### src/alu_ops_pkg.sv
// constants shared by the subtract/xor/swap execution datapath
package alu_ops_pkg;
	localparam int  DATA_W        = 8;       // working register and file width
	localparam int  ADDR_W        = 7;       // file address, 0 to 127
	localparam int  LOW_NIB_MSB   = 3;       // top bit of the lower nibble
	localparam int  HIGH_NIB_LSB  = 4;       // bottom bit of the upper nibble
	localparam logic [7:0] WORK_RESET = 8'h00; // working register after reset
	localparam logic       FLAG_RESET = 1'h0;  // status flags after reset
	localparam logic       DEST_WORK  = 1'h0;  // destination bit selecting the working register
	localparam logic       DEST_FILE  = 1'h1;  // destination bit selecting the file register

	// operation select, one-hot
	typedef enum logic [4:0] {
		literal_minus_work_op = 5'h01,
		literal_xor_work_op   = 5'h02,
		file_minus_work_op    = 5'h04,
		file_xor_work_op      = 5'h08,
		nibble_exchange_op    = 5'h10
	} alu_op_t;
endpackage

### src/sub_xor_swap_unit.sv
// combinational result and flag generation for the five operations
`timescale 1ns/100ps
module sub_xor_swap_unit (
	// operation and operands
	input  wire alu_ops_pkg::alu_op_t op,
	input  wire logic [7:0]           work,
	input  wire logic [7:0]           literal,
	input  wire logic [7:0]           file_data,
	// results
	output logic [7:0]                result,
	output logic                      carry,
	output logic                      digit_carry
);
	logic [7:0] minuend;   // literal or file operand
	logic [8:0] diff;      // bit 8 is the inverted borrow out of bit 7
	logic [4:0] low_diff;  // bit 4 is the inverted borrow out of bit 3

	// subtract by adding the two's complement of the working register
	always_comb begin
		unique case (op)
			alu_ops_pkg::literal_minus_work_op,
			alu_ops_pkg::literal_xor_work_op: minuend = literal;
			default:                          minuend = file_data;
		endcase
		diff     = {1'h0, minuend} + {1'h0, ~work} + 9'h001;
		low_diff = {1'h0, minuend[3:0]} + {1'h0, ~work[3:0]} + 5'h01;
		carry       = diff[8];
		digit_carry = low_diff[4];
		unique case (op)
			alu_ops_pkg::literal_minus_work_op,
			alu_ops_pkg::file_minus_work_op: result = diff[7:0];
			alu_ops_pkg::literal_xor_work_op,
			alu_ops_pkg::file_xor_work_op:   result = minuend ^ work;
			default: result = {file_data[alu_ops_pkg::LOW_NIB_MSB:0],
				file_data[7:alu_ops_pkg::HIGH_NIB_LSB]};
		endcase
	end
endmodule // sub_xor_swap_unit

### src/alu_exec.sv
// execution stage for subtract, exclusive-or and nibble swap
// timing: one instruction is taken at each rising edge with exec_valid high;
// the working register, the flags and the write strobe move at that edge
// a file write leaves as a registered strobe one cycle later, so the caller
// must forward it if the very next instruction reads the same address
// there is no forwarding inside this stage; that keeps the read path short
// literal forms ignore the destination bit and always write the working register
// carry and digit carry are inverted borrows, because the subtract is done
// by adding the two's complement of the working register
// the nibble swap moves data only; every flag keeps its value
// illegal operation codes are not guarded; the decoder never sends them
`timescale 1ns/100ps
module alu_exec (
	// clock and reset
	input  wire logic                 ref_clk,
	input  wire logic                 rst,
	// instruction from decoder
	input  wire logic                 exec_valid,
	input  wire alu_ops_pkg::alu_op_t op,
	input  wire logic [7:0]           literal,
	input  wire logic [6:0]           file_addr,
	input  wire logic                 dest,
	// file register port
	input  wire logic [7:0]           file_rdata,
	output logic                      file_we,
	output logic [6:0]                file_waddr,
	output logic [7:0]                file_wdata,
	// architectural state
	output logic [7:0]                work,
	output logic                      carry_flag,
	output logic                      digit_carry_flag,
	output logic                      zero_flag
);
	logic [7:0] result;       // datapath result
	logic       next_carry;   // carry from subtract
	logic       next_dc;      // digit carry from subtract
	logic       is_literal;   // literal forms always write work
	logic       is_sub;       // subtract forms touch carry flags
	logic       to_file;      // result goes back to the file

	sub_xor_swap_unit u_unit (
		.op          (op),
		.work        (work),
		.literal     (literal),
		.file_data   (file_rdata),
		.result      (result),
		.carry       (next_carry),
		.digit_carry (next_dc)
	);

	// decode classes; literal forms ignore the destination bit
	always_comb begin
		is_literal = (op == alu_ops_pkg::literal_minus_work_op) ||
			(op == alu_ops_pkg::literal_xor_work_op);
		is_sub = (op == alu_ops_pkg::literal_minus_work_op) ||
			(op == alu_ops_pkg::file_minus_work_op);
		// only file forms may send the result back to the file
		to_file = !is_literal && (dest == alu_ops_pkg::DEST_FILE);
	end

	// working register update
	always_ff @(posedge ref_clk or posedge rst) begin
		if (rst) begin
			// reset: working register cleared
			work <= alu_ops_pkg::WORK_RESET;
		end else if (exec_valid && !to_file) begin
			// literal forms, or a file form aimed at the working register
			work <= result;
		end
	end

	// file write-back, registered so data comes from flip-flops
	always_ff @(posedge ref_clk or posedge rst) begin
		if (rst) begin
			file_we    <= 1'h0;
			file_waddr <= 7'h00;
			file_wdata <= 8'h00;
		end else begin
			// strobe lasts one cycle unless the next instruction writes too
			file_we <= exec_valid && to_file;
			// address and data hold between writes
			if (exec_valid && to_file) begin
				file_waddr <= file_addr;
				file_wdata <= result;
			end
		end
	end

	// carry and digit carry: subtract forms only
	always_ff @(posedge ref_clk or posedge rst) begin
		if (rst) begin
			carry_flag       <= alu_ops_pkg::FLAG_RESET;
			digit_carry_flag <= alu_ops_pkg::FLAG_RESET;
		end else if (exec_valid && is_sub) begin
			// xor and swap leave both flags as they were
			carry_flag       <= next_carry;
			digit_carry_flag <= next_dc;
		end
	end

	// zero flag: all but the swap, which leaves flags alone
	always_ff @(posedge ref_clk or posedge rst) begin
		if (rst) begin
			zero_flag <= alu_ops_pkg::FLAG_RESET;
		end else if (exec_valid && op != alu_ops_pkg::nibble_exchange_op) begin
			// subtract and xor forms compare the result with zero
			zero_flag <= (result == 8'h00);
		end
	end

	// checks below each look one cycle after the instruction edge,
	// so $past picks the operands that the datapath used
	// literal subtract lands in the working register
	a_sub_literal_work: assert property (@(posedge ref_clk) disable iff (rst)
		exec_valid && op == alu_ops_pkg::literal_minus_work_op |=>
		work == 8'($past(literal) - $past(work)))
		else $error("literal subtract result wrong");
	// literal xor lands in the working register, carry held
	a_xor_literal_work: assert property (@(posedge ref_clk) disable iff (rst)
		exec_valid && op == alu_ops_pkg::literal_xor_work_op |=>
		work == ($past(literal) ^ $past(work)) && $stable(carry_flag))
		else $error("literal xor wrong or carry moved");
	// file subtract carry is the inverted borrow
	a_sub_file_carry: assert property (@(posedge ref_clk) disable iff (rst)
		exec_valid && op == alu_ops_pkg::file_minus_work_op |=>
		carry_flag == ($past(file_rdata) >= $past(work)))
		else $error("file subtract carry wrong");
	// file xor leaves the digit carry alone
	a_xor_file_dc: assert property (@(posedge ref_clk) disable iff (rst)
		exec_valid && op == alu_ops_pkg::file_xor_work_op |=> $stable(digit_carry_flag))
		else $error("file xor changed digit carry");
	// swap touches no flag
	a_swap_flags_held: assert property (@(posedge ref_clk) disable iff (rst)
		exec_valid && op == alu_ops_pkg::nibble_exchange_op |=>
		$stable(zero_flag) && $stable(carry_flag) && $stable(digit_carry_flag))
		else $error("swap changed a flag");
	// swap written back to the file
	a_swap_file_data: assert property (@(posedge ref_clk) disable iff (rst)
		exec_valid && op == alu_ops_pkg::nibble_exchange_op && dest |=>
		file_we && file_wdata == {$past(file_rdata[3:0]), $past(file_rdata[7:4])})
		else $error("swap data wrong");
	// file destination: working register held, write issued
	a_dest_file_hold: assert property (@(posedge ref_clk) disable iff (rst)
		exec_valid && dest && !is_literal |=> $stable(work) && file_we
		&& file_waddr == $past(file_addr))
		else $error("file destination not honoured");
	// working destination never writes the file
	a_dest_work_nowe: assert property (@(posedge ref_clk) disable iff (rst)
		exec_valid && !dest |=> !file_we)
		else $error("file written with work destination");
	// digit carry is the inverted borrow out of the low nibble
	a_sub_digit_carry: assert property (@(posedge ref_clk) disable iff (rst)
		exec_valid && is_sub |=>
		digit_carry_flag == ($past(is_literal ? literal[3:0] : file_rdata[3:0])
		>= $past(work[3:0])))
		else $error("digit carry wrong");
	// file subtract zero flag
	a_zero_flag_sub: assert property (@(posedge ref_clk) disable iff (rst)
		exec_valid && op == alu_ops_pkg::file_minus_work_op |=>
		zero_flag == ($past(file_rdata) == $past(work)))
		else $error("zero flag wrong");

	// literal xor: digit carry held, zero follows the result
	a_xor_literal_zero: assert property (@(posedge ref_clk) disable iff (rst)
		exec_valid && op == alu_ops_pkg::literal_xor_work_op |=>
		$stable(digit_carry_flag) &&
		zero_flag == (($past(literal) ^ $past(work)) == 8'h00))
		else $error("literal xor zero flag wrong");
	// file subtract into the working register
	a_sub_file_work: assert property (@(posedge ref_clk) disable iff (rst)
		exec_valid && op == alu_ops_pkg::file_minus_work_op && !dest |=>
		work == 8'($past(file_rdata) - $past(work)))
		else $error("file subtract result wrong");
	// file subtract back into the file register
	a_sub_file_wdata: assert property (@(posedge ref_clk) disable iff (rst)
		exec_valid && op == alu_ops_pkg::file_minus_work_op && dest |=>
		file_wdata == 8'($past(file_rdata) - $past(work)))
		else $error("file subtract write data wrong");
	// file xor: carry held, zero follows the result
	a_xor_file_zero: assert property (@(posedge ref_clk) disable iff (rst)
		exec_valid && op == alu_ops_pkg::file_xor_work_op |=>
		$stable(carry_flag) && zero_flag == ($past(file_rdata) == $past(work)))
		else $error("file xor zero flag wrong");
	// file xor back into the file register
	a_xor_file_wdata: assert property (@(posedge ref_clk) disable iff (rst)
		exec_valid && op == alu_ops_pkg::file_xor_work_op && dest |=>
		file_wdata == ($past(file_rdata) ^ $past(work)))
		else $error("file xor write data wrong");
	// swap into the working register
	a_swap_work_data: assert property (@(posedge ref_clk) disable iff (rst)
		exec_valid && op == alu_ops_pkg::nibble_exchange_op && !dest |=>
		work == {$past(file_rdata[3:0]), $past(file_rdata[7:4])})
		else $error("swap into working register wrong");
	// literal forms never write the file, whatever the destination bit
	a_literal_no_write: assert property (@(posedge ref_clk) disable iff (rst)
		exec_valid && is_literal |=> !file_we)
		else $error("literal form wrote the file");
	// no instruction, no effect
	a_idle_no_effect: assert property (@(posedge ref_clk) disable iff (rst)
		!exec_valid |=> !file_we && $stable(work) && $stable(zero_flag)
		&& $stable(carry_flag) && $stable(digit_carry_flag))
		else $error("state moved without an instruction");
	// write address and data hold between writes
	a_write_data_hold: assert property (@(posedge ref_clk) disable iff (rst)
		!(exec_valid && to_file) |=> $stable(file_waddr) && $stable(file_wdata))
		else $error("write address or data moved");
	// literal subtract carry and zero
	a_sub_literal_flags: assert property (@(posedge ref_clk) disable iff (rst)
		exec_valid && op == alu_ops_pkg::literal_minus_work_op |=>
		carry_flag == ($past(literal) >= $past(work)) &&
		zero_flag == ($past(literal) == $past(work)))
		else $error("literal subtract flags wrong");
endmodule // alu_exec

### config.mk
export PLATFORM = sky130hd
export DESIGN_NAME = alu_exec
export DESIGN_NICKNAME = d
export VERILOG_FILES = /design/src/alu_ops_pkg.sv /design/src/sub_xor_swap_unit.sv /design/src/alu_exec.sv
export SDC_FILE = /design/constraint.sdc
export NUM_CORES = 1
export LEC_CHECK = 0
export ABC_AREA = 1
export BUFFER_PORTS_ARGS = -buffer_cell sky130_fd_sc_hd__buf_2
export CAP_MARGIN = 10
export CORE_MARGIN = 1
export CORE_UTILIZATION = 49
export DETAILED_ROUTE_END_ITERATION = 6
export PLACE_DENSITY = 0.76
export SETUP_SLACK_MARGIN = 0.4
export SYNTH_ARGS = -nofsm -noshare
export SYNTH_HDL_FRONTEND = slang
export SYNTH_HIERARCHICAL = 1
export SYNTH_SLANG_ARGS = --single-unit
### constraint.sdc
create_clock -name ref_clk -period 2.4 [get_ports ref_clk]
set_clock_uncertainty 0.05 [all_clocks]
set_input_delay 0.36 -clock ref_clk [delete_from_list [all_inputs] [get_ports ref_clk]]
set_output_delay 0.36 -clock ref_clk [all_outputs]
set_load 0.005 [all_outputs]
[Word-level counts from Yosys, hierarchy flattened]
Index checks and enable logic that the tools add are counted.
Storage, ports and cells
  bits in registers: 27
  output and inout port bits: 27
  word-level logic and storage cells: 34
  input port bits: 32
Cells by class
  bitwise operators: 3
  add/sub/neg operators: 4
  reductions and logical operators: 13
  mux-type cells: 2
  equal/unequal tests: 5
Operator list (number)
  $pmux W8 S2: 1
  $add A8 B8 Y9: 1
  $add A9 B1 Y9 const B: 1
  $logic_not A8 Y1: 1
  $mux W8: 1
  $not A8 Y8: 1
  $xor A8 B8 Y8: 1
  $reduce_or A2 Y1: 3
  $add A4 B4 Y5: 1
  $add A5 B1 Y5 const B: 1
  $eq A5 B1 Y1 const B: 1
  $eq A5 B2 Y1 const B: 1
  $eq A5 B3 Y1 const B: 1
  $eq A5 B4 Y1 const B: 1
  $logic_and A1 B1 Y1: 5
  $ne A5 B5 Y1 const B: 1
  $not A4 Y4: 1
  $logic_not A1 Y1: 2
  $logic_or A1 B1 Y1: 2

[Depth between registers and ports, before layout]
  depth in word-level cells: 7
  depth in mapped cells: 20

[By module]
The synthesis kept the hierarchy.
By module, submodules not included
  alu_exec: sequential area each 675.6 um^2, area each 1251.2 um^2, times used 1, cells an instance 140
  sub_xor_swap_unit: sequential area each 0.0 um^2, area each 794.5 um^2, times used 1, cells an instance 150

[Worst setup path before layout]
OpenSTA, ideal clock, no wires.
  kind: input-to-reg
  start: in op[3]
  end: reg zero_flag
  setup time: 0.083 ns
  setup slack: -0.150 ns
  path buffers: 1
  arrival: 2.417 ns
  cell stages on the path: 15
  data required time: 2.267 ns
  cells stage by stage: nor2_2 -> nand3_1 -> buf_6 -> nand2_4 -> nand2_1 -> o21ai_0 -> ha_1 -> inv_1 -> fa_1 -> or2_2 -> nand3_1 -> nand3_1 -> nor2_1 -> nand4_1 -> o21ai_0
Between the ends
  cells in the longest elaborated chain, start to end: 7
RTL lines
  from (decl): line alu_exec.sv:19  | input wire alu_ops_pkg::alu_op_t op,
  $eq A5 B1 Y1 / $eq A5 B2 Y1 (equally long branches): line sub_xor_swap_unit.sv:20, sub_xor_swap_unit.sv:29
  $reduce_or A2 Y1: line sub_xor_swap_unit.sv:20  | unique case (op)
  $mux W8: line sub_xor_swap_unit.sv:20
  $add A8 B8 Y9: line sub_xor_swap_unit.sv:25  | diff = {1'h0, minuend} + {1'h0, ~work} + 9'h001;
  $add A9 B1 Y9: line sub_xor_swap_unit.sv:25
  $pmux W8 S2 *: line sub_xor_swap_unit.sv:29  | unique case (op)
  named net result[2]: line alu_exec.sv:34  | logic [7:0] result;
  $logic_not A8 Y1 *: line alu_exec.sv:107  | zero_flag <= (result == 8'h00);
  to (signal assigned): line alu_exec.sv:104  | zero_flag <= alu_ops_pkg::FLAG_RESET;
  to (signal assigned): line alu_exec.sv:107
  to (decl): line alu_exec.sv:32  | output logic zero_flag
The timed path passes the listed nets; every way through them passes the cells marked *.
A chain may end at the register's enable or synchronous reset.

[Final worst setup path]
Same ends and word-level chain as after synthesis.

==> impl_results.md <==
- Status: complete, no violations
- Crit start category: input pin
- Die area: 4438 sq um
- Most numerous cell in the Yosys netlist: nand2_1
- Peak VDD IR: 0.4964 mV
- R2R Path Start: work[0]
- Comb pwr share: 0.448
- FFs w/ async S/R, synth: 1.000
- Worst Max-Slew Pin Slew: 0.5772 ns
- Clk slew on worst S/H paths: 0.09 ns
- PwrDens: 533.0 nW/um^2
- Delay-heaviest family, CP: simple AND/OR/NAND/NOR gates
- Vias/cell: 5.305
- Root Driver: clkbuf_8
- Starting Density: 0.5114
- Sequential fraction of design power: 0.382
- Register area share after synthesis: 0.3303
- Number of remaining DRC errors: 0
- Synth warn: 6
- CP most frequent cell: nand2_2
- MaxCap Viol Count: 0
- Final Cycle Share: 0.9248
- Clk Latency, worst-skew pair: 0.27 ns
- Fin. Hold Viols: 0
- RD Place Congestion: 0.8592
- Slew Viols, Final: 0
- R2R Setup Slk: 0.47 ns
- Setup CP Type: in -> reg
- RR Endpoint: zero_flag
- Worst hold slack: 0.08340 ns
- H-tree depth: 1
- DR vias: 2207
- Reg2Reg Depth: 13
- Crit path buf inv count: 2
- Sw frac: 0.3686
- Routed wire per std cell: 13.25 um
- Row count: 23
- Core ar.: 4000 sq um
- Avg Inst Size Synth: 7.054 sq um
- CP cell instances: buf_6, nor2_4, nand3_4, nand2_8, nand2_4, o21ai_4, ha_2, inv_2, fa_2, nand2_2, nand2_2, nand3_2, nand2_1, nand2_2, nand3_2, nand3_4, nor2_1, nand4_1, o21ai_1
- Ranking of synthesized cells by area: dfrtp_1 33%, nand2_1 20%, nand3_1 10%, ha_1 6.7%, inv_1 6.2%
- Largest net degree at the start of global routing: 30
- Leak: 1.547 nW
- Clock sinks: 27
- Die height: 66.62 um
- Final wirelength: 5510 um
- Total CTS buffers: 3
- Top post-synthesis cells by count: 110 x nand2_1, 41 x nand3_1, 34 x inv_1
- Gr usage total: 0.2547
- Port bufs: 58
- HPWL Detailed: 4120 um
- Final setup viols: 0
- Clk network pwr share: 0.171
- DR pass1 iterations: 5
- Inst Count DP: 409
- Post-CTS Hold Fix Bufs: 0
- First-pass GRT wire length: 8666 um
- Critical path data arrival time: 2.34 ns
- Slew headroom: 0.6152
- Area growth from synthesis to final layout: 37.25%
- Psw: 551.6 uW
- Yosys top cell by area: dfrtp_1
- CP max stage cell: fa_2
- Total grt overflow: 0
- Horiz. Die Dim: 66.62 um
- 1st-iter DRT viols: 142
- Maximum buffer depth of the clock tree: 2
- Fin crit period: 2.219 ns
- CTS tree: yes
- Diodes inserted: 0
- Int Pwr: 944.9 uW
- CP endpoint kind: flop
- Syn Std Cell Area: 2046 sq um
- Crit path max fanout: 3
- DRT antenna net count: 0
- Post-Syn Nets: 334
- Non-filler instance count after layout: 416
- Fmax: 450.6 MHz
- Io pins: 59
- Fillcell total: 347
- FF+latch count, synth: 27
- Post-synth EDFFs: 0
- Layout cell share with drive strength beyond 1: 0.3770
- Antenna violations before repair: 0
- Unrepaired setup endpoints after global routing: true
- Vias in the first global route: 1966
- Required @ worst endpoint: 2.52 ns
- Hold Crit Class: in -> async
- CP max stage delay: 0.38 ns
- Final nets: 411
- Post-Synthesis Cells: 290
- Yosys top cell area share: 0.3303
- Post-synth top flop: dfrtp_1
- Netlist cell types: 25
[power by group through the flow]
stage / clock (mW) / combinational (mW) / sequential [mW]
after floorplan: 0 / 0.355 / 0.583
after global placement: 0 / 0.575 / 0.580
after detailed placement: 0 / 0.590 / 0.580
after CTS: 0.258 / 0.635 / 0.572
after global routing: 0.278 / 0.749 / 0.582
final: 0.255 / 0.670 / 0.571
[sequential cells by signal, summed over array words and instances, names as in the netlist]
register and flops:
work 8, file_we 1, digit_carry_flag 1, file_wdata 8, carry_flag 1, zero_flag 1
file_waddr 7
[how the worst max path moves through the flow]
| stage | cells past startpoint | slack, ns | endpoint | from |
|---|---|---|---|---|
| after floorplan | 18 | 0.1 | zero_flag | op[3] |
| after global placement | 19 | -0.12 | zero_flag | op[1] |
| after detailed placement | 18 | -0.18 | zero_flag | op[3] |
| after CTS | 18 | 0.23 | zero_flag | op[2] |
| after global routing | 20 | 0.06 | zero_flag | op[0] |
| final | 19 | 0.18 | zero_flag | op[3] |
[routing by layer]
metal | track usage | up-vias | part of all wire
li1 | - | 1092 | -
met1 | 0.3536 | 1050 | 0.45
met2 | 0.4179 | 59 | 0.49
met3 | 0.04281 | 6 | 0.053
met4 | 0.04255 | 0 | 0.010
met5 | 0 | - | 0
[cells in the final DEF, fill, tap and decap left out, drive strengths merged]
| cell | n |
|---|---|
| a21oi | 8 |
| buf | 79 |
| clkbuf | 4 |
| clkinvlp | 1 |
| dfrtp | 27 |
| fa | 1 |
| ha | 11 |
| inv | 35 |
| nand2 | 114 |
| nand3 | 45 |
| nand4 | 17 |
| nor2 | 20 |
| o21ai | 3 |
| or2 | 1 |
[cell families (layout without fill, tap and decap cells)]
kind of cell             after synthesis  after routing  synth area share
adder cells (fa/ha/maj)               12             12           0.07706
AND/OR/NAND/NOR                      197            197            0.4679
buffers and inverters                 43            119           0.09419
AO/OA/AOI/OAI                         11             11           0.03058
flip-flops                            27             27            0.3303
[tightest hold or removal path: cells and delay by family]
family                 cells  cell delay, ns
buffers and inverters      3            0.45
[repair_timing]
action | 4_1_cts | 5_1_grt
endpoints found under the setup margin | 14 | 15
buffers inserted | 2 | 1
pin swaps | 13 | 11
gates resized for setup | 20 | 13
[metrics by stage]
step	setup TNS (ns)	setup WS [ns]	utilization	total power [mW]	instance area, sq um
floorplan	0	0.09656	-	0.9382	2136
global placement	-0.2049	-0.1183	0.6447	1.156	2579
detailed placement	-0.4897	-0.1811	0.6447	1.171	2579
CTS	0	0.2339	0.6847	1.465	2739
global route	0	0.06080	0.7019	1.609	2808
finish	0	0.1806	0.7019	1.497	2808
[final cells by class]
type / instances / area [sq um] / share of cell area
inverters: 36 / 138.9 / 0.04947
multi-input cells: 220 / 1398 / 0.4978
well taps: 50 / 62.56 / 0.02228
repair buffers: 79 / 488.0 / 0.1738
clock buffers: 4 / 45.04 / 0.01604
flip-flops and latches: 27 / 675.6 / 0.2406
Power figures use the tool's default switching activity.
